==> src/core/spc2_consts.vh <==
`ifndef SPC2_CONSTS_VH
`define SPC2_CONSTS_VH
`define SPC2_OFF_DEV_CAP2 8'he4
`define SPC2_OFF_DEV_CTL2 8'he8
`define SPC2_OFF_LNK_CAP2 8'hec
`define SPC2_OFF_LNK_CTL2 8'hf0
`define SPC2_OFF_SLT_CAP2 8'hf4
`define SPC2_OFF_SLT_CTL2 8'hf8
`define SPC2_OFF_STRAP 8'hfc
`define SPC2_BIT_LTR_SUP 11
`define SPC2_BIT_FCU_LTR 12
`define SPC2_BIT_OBFF_SUP_LO 18
`define SPC2_BIT_LTR_EN 10
`define SPC2_BIT_OBFF_EN_LO 13
`define SPC2_BIT_SEL_DEEMP 6
`define SPC2_BIT_CUR_DEEMP 16
`define SPC2_RST_TGT_SPEED 4'h2
`define SPC2_RST_OBFF_SUP 2'h0
`define SPC2_RST_OBFF_EN 2'h0
`define SPC2_RST_MARGIN 3'h0
`define SPC2_LNK_CTL2_WMASK 16'h1fbf
`endif

==> src/core/spc2_regs.v <==
`timescale 1ns/100ps
`include "spc2_consts.vh"
module spc2_regs #(
	parameter DOWNSTREAM = 1'b1
) (
	input wire clock_i,
	input wire srst_i,
	input wire [7:0] avs_address_i,
	input wire avs_read_i,
	input wire avs_write_i,
	input wire [31:0] avs_writedata_i,
	input wire [3:0] avs_byteenable_i,
	output reg [31:0] avs_readdata_o,
	output wire avs_waitrequest_o,
	input wire strap_load_i,
	input wire strap_fcu_ltr_i,
	input wire [1:0] strap_obff_sup_i,
	input wire strap_sel_deemp_i,
	input wire deemp_update_i,
	input wire deemp_level_i,
	output wire ltr_enable_o,
	output wire [1:0] obff_enable_o,
	output wire [3:0] target_speed_o,
	output wire enter_compliance_o,
	output wire hardware_speed_change_disable_o,
	output wire select_deemp_o,
	output wire [2:0] margin_o,
	output wire enter_mod_compliance_o,
	output wire compliance_skip_sets_o,
	output wire compliance_deemp_o,
	output wire current_deemp_o
);
	localparam ST_IDLE = 1'b0;
	localparam ST_ACK = 1'b1;

	reg state_reg;
	reg fcu_ltr_reg;
	reg [1:0] obff_sup_reg;
	reg sel_deemp_reg;
	reg ltr_en_reg;
	reg [1:0] obff_en_reg;
	reg [3:0] tgt_speed_reg;
	reg enter_comp_reg;
	reg hw_speed_dis_reg;
	reg margin_lo_reg;
	reg [1:0] margin_hi_reg;
	reg mod_comp_reg;
	reg skip_sets_reg;
	reg comp_deemp_reg;
	reg cur_deemp_reg;
	reg [31:0] rd_next;
	reg [15:0] lnk_word;
	wire access;
	wire [7:0] word_addr;
	wire wr_done;
	wire wr_strap;
	wire wr_dev_ctl;
	wire wr_lnk_lo;
	wire wr_lnk_hi;

	// Same dword, whatever the byte offset
	function hit;
		input [7:0] addr;
		input [7:0] offset;
		begin
			hit = (addr[7:2] == offset[7:2]);
		end
	endfunction

	assign access = avs_read_i | avs_write_i;
	assign word_addr = {avs_address_i[7:2], 2'b00};
	// Writes land on the edge that ends the ST_ACK cycle, one cycle after the wait cycle
	assign wr_done = avs_write_i & (state_reg == ST_ACK);
	assign wr_strap = wr_done & hit(word_addr, `SPC2_OFF_STRAP) &
		avs_byteenable_i[0];
	assign wr_dev_ctl = wr_done & hit(word_addr, `SPC2_OFF_DEV_CTL2) &
		avs_byteenable_i[1];
	assign wr_lnk_lo = wr_done & hit(word_addr, `SPC2_OFF_LNK_CTL2) &
		avs_byteenable_i[0];
	assign wr_lnk_hi = wr_done & hit(word_addr, `SPC2_OFF_LNK_CTL2) &
		avs_byteenable_i[1];
	// One wait cycle, then the access completes
	assign avs_waitrequest_o = access & (state_reg == ST_IDLE);

	always @(posedge clock_i)
	begin
		if (srst_i)
			state_reg <= ST_IDLE;
		else
			case (state_reg)
				ST_IDLE: if (access) state_reg <= ST_ACK;
				ST_ACK: state_reg <= ST_IDLE;
				default: state_reg <= ST_IDLE;
			endcase
	end

	// Link control as software sees it; bit 6 is the strap select
	always @*
	begin
		lnk_word = 16'h0000;
		lnk_word[3:0] = tgt_speed_reg;
		lnk_word[4] = enter_comp_reg;
		lnk_word[5] = hw_speed_dis_reg;
		lnk_word[`SPC2_BIT_SEL_DEEMP] = sel_deemp_reg;
		lnk_word[9:7] = {margin_hi_reg, margin_lo_reg};
		lnk_word[10] = mod_comp_reg;
		lnk_word[11] = skip_sets_reg;
		lnk_word[12] = comp_deemp_reg;
	end

	// Strap values: the start-up loader beats a bus write
	always @(posedge clock_i)
	begin
		if (srst_i)
		begin
			fcu_ltr_reg <= 1'b0;
			obff_sup_reg <= `SPC2_RST_OBFF_SUP;
			sel_deemp_reg <= DOWNSTREAM;
		end
		else if (strap_load_i)
		begin
			fcu_ltr_reg <= strap_fcu_ltr_i;
			obff_sup_reg <= strap_obff_sup_i;
			sel_deemp_reg <= strap_sel_deemp_i;
		end
		else if (wr_strap)
		begin
			fcu_ltr_reg <= avs_writedata_i[0];
			obff_sup_reg <= avs_writedata_i[2:1];
			sel_deemp_reg <= avs_writedata_i[3];
		end
	end

	always @(posedge clock_i)
	begin
		if (srst_i)
		begin
			ltr_en_reg <= 1'b0;
			obff_en_reg <= `SPC2_RST_OBFF_EN;
		end
		else if (wr_dev_ctl)
		begin
			ltr_en_reg <= avs_writedata_i[`SPC2_BIT_LTR_EN];
			obff_en_reg <= avs_writedata_i[14:13];
		end
	end

	// Link control, low byte lane
	always @(posedge clock_i)
	begin
		if (srst_i)
		begin
			tgt_speed_reg <= `SPC2_RST_TGT_SPEED;
			enter_comp_reg <= 1'b0;
			hw_speed_dis_reg <= 1'b0;
			margin_lo_reg <= 1'b0;
		end
		else if (wr_lnk_lo)
		begin
			tgt_speed_reg <= avs_writedata_i[3:0];
			enter_comp_reg <= avs_writedata_i[4];
			hw_speed_dis_reg <= avs_writedata_i[5];
			margin_lo_reg <= avs_writedata_i[7];
		end
	end

	// Link control, high byte lane; bits 15:13 are not kept
	always @(posedge clock_i)
	begin
		if (srst_i)
		begin
			margin_hi_reg <= 2'b00;
			mod_comp_reg <= 1'b0;
			skip_sets_reg <= 1'b0;
			comp_deemp_reg <= 1'b0;
		end
		else if (wr_lnk_hi)
		begin
			margin_hi_reg <= avs_writedata_i[9:8];
			mod_comp_reg <= avs_writedata_i[10];
			skip_sets_reg <= avs_writedata_i[11];
			comp_deemp_reg <= avs_writedata_i[12];
		end
	end

	always @(posedge clock_i)
	begin
		if (srst_i)
			cur_deemp_reg <= DOWNSTREAM;
		else if (deemp_update_i)
			cur_deemp_reg <= deemp_level_i;
	end

	always @*
	begin
		rd_next = 32'h00000000;
		case (word_addr)
			`SPC2_OFF_DEV_CAP2:
			begin
				rd_next[`SPC2_BIT_LTR_SUP] = 1'b1;
				rd_next[`SPC2_BIT_FCU_LTR] = fcu_ltr_reg;
				rd_next[19:18] = obff_sup_reg;
			end
			`SPC2_OFF_DEV_CTL2:
			begin
				rd_next[`SPC2_BIT_LTR_EN] = ltr_en_reg;
				rd_next[14:13] = obff_en_reg;
			end
			`SPC2_OFF_LNK_CTL2:
			begin
				rd_next[15:0] = lnk_word;
				rd_next[`SPC2_BIT_CUR_DEEMP] = cur_deemp_reg;
			end
			`SPC2_OFF_STRAP:
				rd_next[3:0] = {sel_deemp_reg, obff_sup_reg, fcu_ltr_reg};
			default: rd_next = 32'h00000000;
		endcase
	end

	always @(posedge clock_i)
	begin
		if (srst_i)
			avs_readdata_o <= 32'h00000000;
		else if (avs_read_i && state_reg == ST_IDLE)
			avs_readdata_o <= rd_next;
	end

	assign ltr_enable_o = ltr_en_reg;
	assign obff_enable_o = obff_en_reg;
	assign target_speed_o = tgt_speed_reg;
	assign enter_compliance_o = enter_comp_reg;
	assign hardware_speed_change_disable_o = hw_speed_dis_reg;
	// Select only acts on downstream ports
	assign select_deemp_o = sel_deemp_reg & DOWNSTREAM;
	assign margin_o = {margin_hi_reg, margin_lo_reg};
	assign enter_mod_compliance_o = mod_comp_reg;
	assign compliance_skip_sets_o = skip_sets_reg;
	assign compliance_deemp_o = comp_deemp_reg;
	assign current_deemp_o = cur_deemp_reg;
endmodule

==> config.mk <==
export PLATFORM = sky130hd
export DESIGN_NAME = spc2_regs
export DESIGN_NICKNAME = d
export VERILOG_FILES = /design/src/core/spc2_regs.v
export VERILOG_INCLUDE_DIRS = /design/src /design/src/core
export SDC_FILE = /design/constraint.sdc
export NUM_CORES = 1
export LEC_CHECK = 0
export BUFFER_PORTS_ARGS = -buffer_cell sky130_fd_sc_hd__buf_2
export CAP_MARGIN = 0
export CORE_MARGIN = 2
export CORE_UTILIZATION = 40
export DETAILED_ROUTE_END_ITERATION = 10
export GPL_ROUTABILITY_DRIVEN = 1
export PLACE_DENSITY = 0.81
export RECOVER_POWER = 50
export SLEW_MARGIN = 5
export SYNTH_ARGS = -nofsm -noshare
export SYNTH_HDL_FRONTEND = slang
export SYNTH_SLANG_ARGS = --single-unit
==> constraint.sdc <==
create_clock -name clock_i -period 1 [get_ports clock_i]
set_input_delay 0.15 -clock clock_i [delete_from_list [all_inputs] [get_ports clock_i]]
set_output_delay 0.15 -clock clock_i [all_outputs]
set_load 0.02 [all_outputs]
==> out/results.txt <==
The mux contribution to synthesized area came out at 5.78%. More flip-flops sit in one register than any other, and that register is avs_readdata_o. Maximum number of pins on one net before global-route repair: 26. Among all flip-flop cells after synthesis, the most frequent one is dfxtp_1.

From synthesis to final layout, the design area changed by 39.8%. The number of rows in the core area is 25. The initial standard-cell utilization of the core is 40.9%. The core region is 4660 sq um. The top cell types in the final layout, fill and taps aside, are 41 x buf_2, 33 x buf_4, 32 x dfxtp_1. The power density normalized to cell area was 1190 nW/um^2. Global routing used 19.8% of the available tracks across all layers. The register with the most flip-flops in the layout has 18 of them. On the final layout, the worst clock skew is 0.0105 ns. Measured along the y axis, the die boundary spans 73.0 um. For this block, the initial DRC count from the detailed router was 132.

Summing all multi-input logic gate instances after layout gives 1060 sq um. The maximum net fanout on the critical path is 6, and the highest achievable clock rate is 863 MHz. Final number of setup-violating endpoints: 37. Across the run, the number of max-cap violations was 0. For the post-detailed-route count of antenna-violating nets, the log shows 0. The worst path setup slack after routing was -0.159 ns; the routed via count was 1899.

The clock reaches the later pin of the worst-skew pair after 0.29 ns. For the count of unique library cells instantiated by Yosys, the log shows 35. Leaving out fill and tap cells, the most frequent cell in the layout is buf_2. Summed over all layers, the routed wires come to 5.23 mm. The peak supply drop was 0.753 mV; the wire length per cell was 14.9 um.

The logs give 1762 for the number of global-route vias before repair and 0 for the count of antenna diodes in the layout. Measured on the finished design, the core utilization comes to 57.2%. Traced cell by cell, the critical path runs through and3_4 > buf_6 > nand4_1 > a21oi_2. Adding up every negative setup slack in the final design gives -2.62 ns. The count of buffers from port buffering was 68. For the total power draw, the log shows 3.16 mW. The post-route netlist has 43.6% of its cells at a drive strength greater than 1.

The first-pass GRT wire length came out at 8.13 mm. The tree built by TritonCTS fans out to 39 sinks. Clock tree synthesis inserted a total of 5 buffers. The simple-gate portion of the synthesized area is 26.3%. After synthesis, the largest family of logic cells by area is simple AND/OR/NAND/NOR gates. The logs give 423 for the number of filler cells placed in the layout and 105 for the count of pins on the block boundary. The synthesized netlist devotes 15.2% of its cell area to compound gates. Counting flops with a built-in enable in the synthesized netlist gives 0. The flow ran to the end, but the final reports show violations. TritonCTS built the clock tree. The critical path in this run is classified as reg2reg. Data on the critical path is required at its endpoint by 1.22 ns. The worst setup path is launched from a register. Summed over all layers, the global routing overflow is 0.

Across the whole layout, storage elements account for 792 sq um. The buffer cell driving the clock tree root is clkbuf_8. For the total half-perimeter wirelength after legalization and detailed placement, the log shows 3.73 mm. The sequential element share of the synthesized area came out at 41.0%. After synthesis, the mean cell area works out to 8.74 sq um.

The first detailed-routing pass ran for 4 iterations. At the worst endpoint, the arrival time is 1.38 ns. Path type of the worst min-delay path: in2reg. The tools report the critical path capture point type as a register.

The final period demand of the worst path works out to 1.16 ns. The overall die width is 73.0 um. Using the TritonRoute via totals, the vias-per-cell ratio works out to 5.39. The tools report the netlist area before placement as 1910 sq um. Clock-pin slew was measured on the worst setup and hold paths at 0.07 ns. The logs give 2 for the maximum buffer depth of the clock tree and 0 for the count of yosys warnings during synthesis. At the end of routability-driven placement, the weighted congestion stood at 0.835. After Yosys synthesis, XOR and XNOR cells account for 0% of the synthesized area. The die area was 5330 sq um; the post-synthesis adder-cell area fraction was 0%. Buffers inserted to repair hold after CTS numbered 0. The post-layout net count was 354. The checks that failed: setup timing. In this run the static leakage power is 1.10 nW. The run gives 0 as the count of endpoints failing hold in the final timing report. The logs give 0 for the number of pins with negative max-slew slack in the final report and 0 for the number of antenna violations at the first check in global routing. The cell count after synthesis came out at 218. The number of synthesized register bits was 39. The H-tree level count was 2. Setup repair after global routing could not meet its margin everywhere. After detailed routing, the number of remaining DRC violations is 0.

The critical-path cell with the highest stage delay was dfxtp_4. The peak per-stage delay on the critical path is 0.41 ns, and the post-route clock period utilization is 116%. For this run, asynchronously set or reset flops after synthesis account for 0%.
==> per-layer routing <==
| layer | track usage (%) | up-vias | wire [um] |
|---|---|---|---|
| met5 | 0 | - | 0 |
| met2 | 34.7 | 77 | 2630 |
| met3 | 5.66 | 4 | 373 |
| li1 | - | 931 | - |
| met1 | 23.6 | 887 | 2180 |
| met4 | 5.14 | 0 | 42 |
==> per-stage QoR <==
step	cells	setup slack [ns]	cell area [sq um]	hold WS (ns)
6_report	352	-0.159	2660	0.0636
5_1_grt	352	-0.242	2660	0.0639
4_1_cts	350	-0.131	2580	0.0614
3_5_place_dp	342	-0.288	2410	0.359
3_3_place_gp	342	-0.223	2410	0.359
2_1_floorplan	231	-0.0338	2020	0.268
==> Yosys cell counts, drive strengths merged, types with 3 or more instances <==
library cell,count,area share [%]
dfxtp,39,41
buf,28,10
nand4,19,6.6
a21oi,18,4.7
nand2b,16,5.3
nand3,15,3.9
nor2,13,2.6
nand2,12,2.4
mux2i,11,5.8
a311oi,8,3.7
o31ai,8,3.2
clkbuf,7,1.4
a211oi,3,1.2
nor2b,3,0.99
nor3,3,1.4
==> cell families after synthesis <==
kind of cell    after synthesis
compound gates               42
buf+inv                      36
flops                        39
mux                          11
other cells                   1
simple gates                 89
==> critical path: cells and delay by family (launching register included) <==
kind | cells | cell delay (ns)
compound gates | 1 | 0.16
buf+inv | 1 | 0.12
flops | 1 | 0.41
simple gates | 2 | 0.40
==> power breakdown <==
group | leakage, nW | switching [mW] | internal [mW] | total, mW
Sequential | 0.319 | 0.0376 | 1.59 | 1.63
Clock | 0.0371 | 0.515 | 0.465 | 0.980
Combinational | 0.739 | 0.319 | 0.232 | 0.551
==> what timing repair did <==
action                     4_1_cts  5_1_grt
pin swaps                        4       10
buffers inserted                 2        2
hold endpoints to repair         0        0
gates resized for setup         21       29
setup endpoints to repair       40       55
==> cell type report <==
cell class,instances,area share [%]
clock buffer,6,2.72
inverter,1,0.141
multi-input combinational,156,39.9
sequential,39,29.7
tap,54,2.54
timing repair buffer,96,24.9
==> final timing paths <==
| check | from | to | slack (ns) | depth (start not counted) |
|---|---|---|---|---|
| worst min-delay path | deemp_level_i | current_deemp_o | 0.06 | 2 |
| worst min register to register | avs_readdata_o[13] | avs_readdata_o[13] | 0.46 | 2 |
| worst max-delay path | state_reg | target_speed_o[3] | -0.16 | 4 |
| worst max register to register | state_reg | target_speed_o[3] | -0.16 | 4 |
Note: power is estimated with default switching activity, not from simulation.
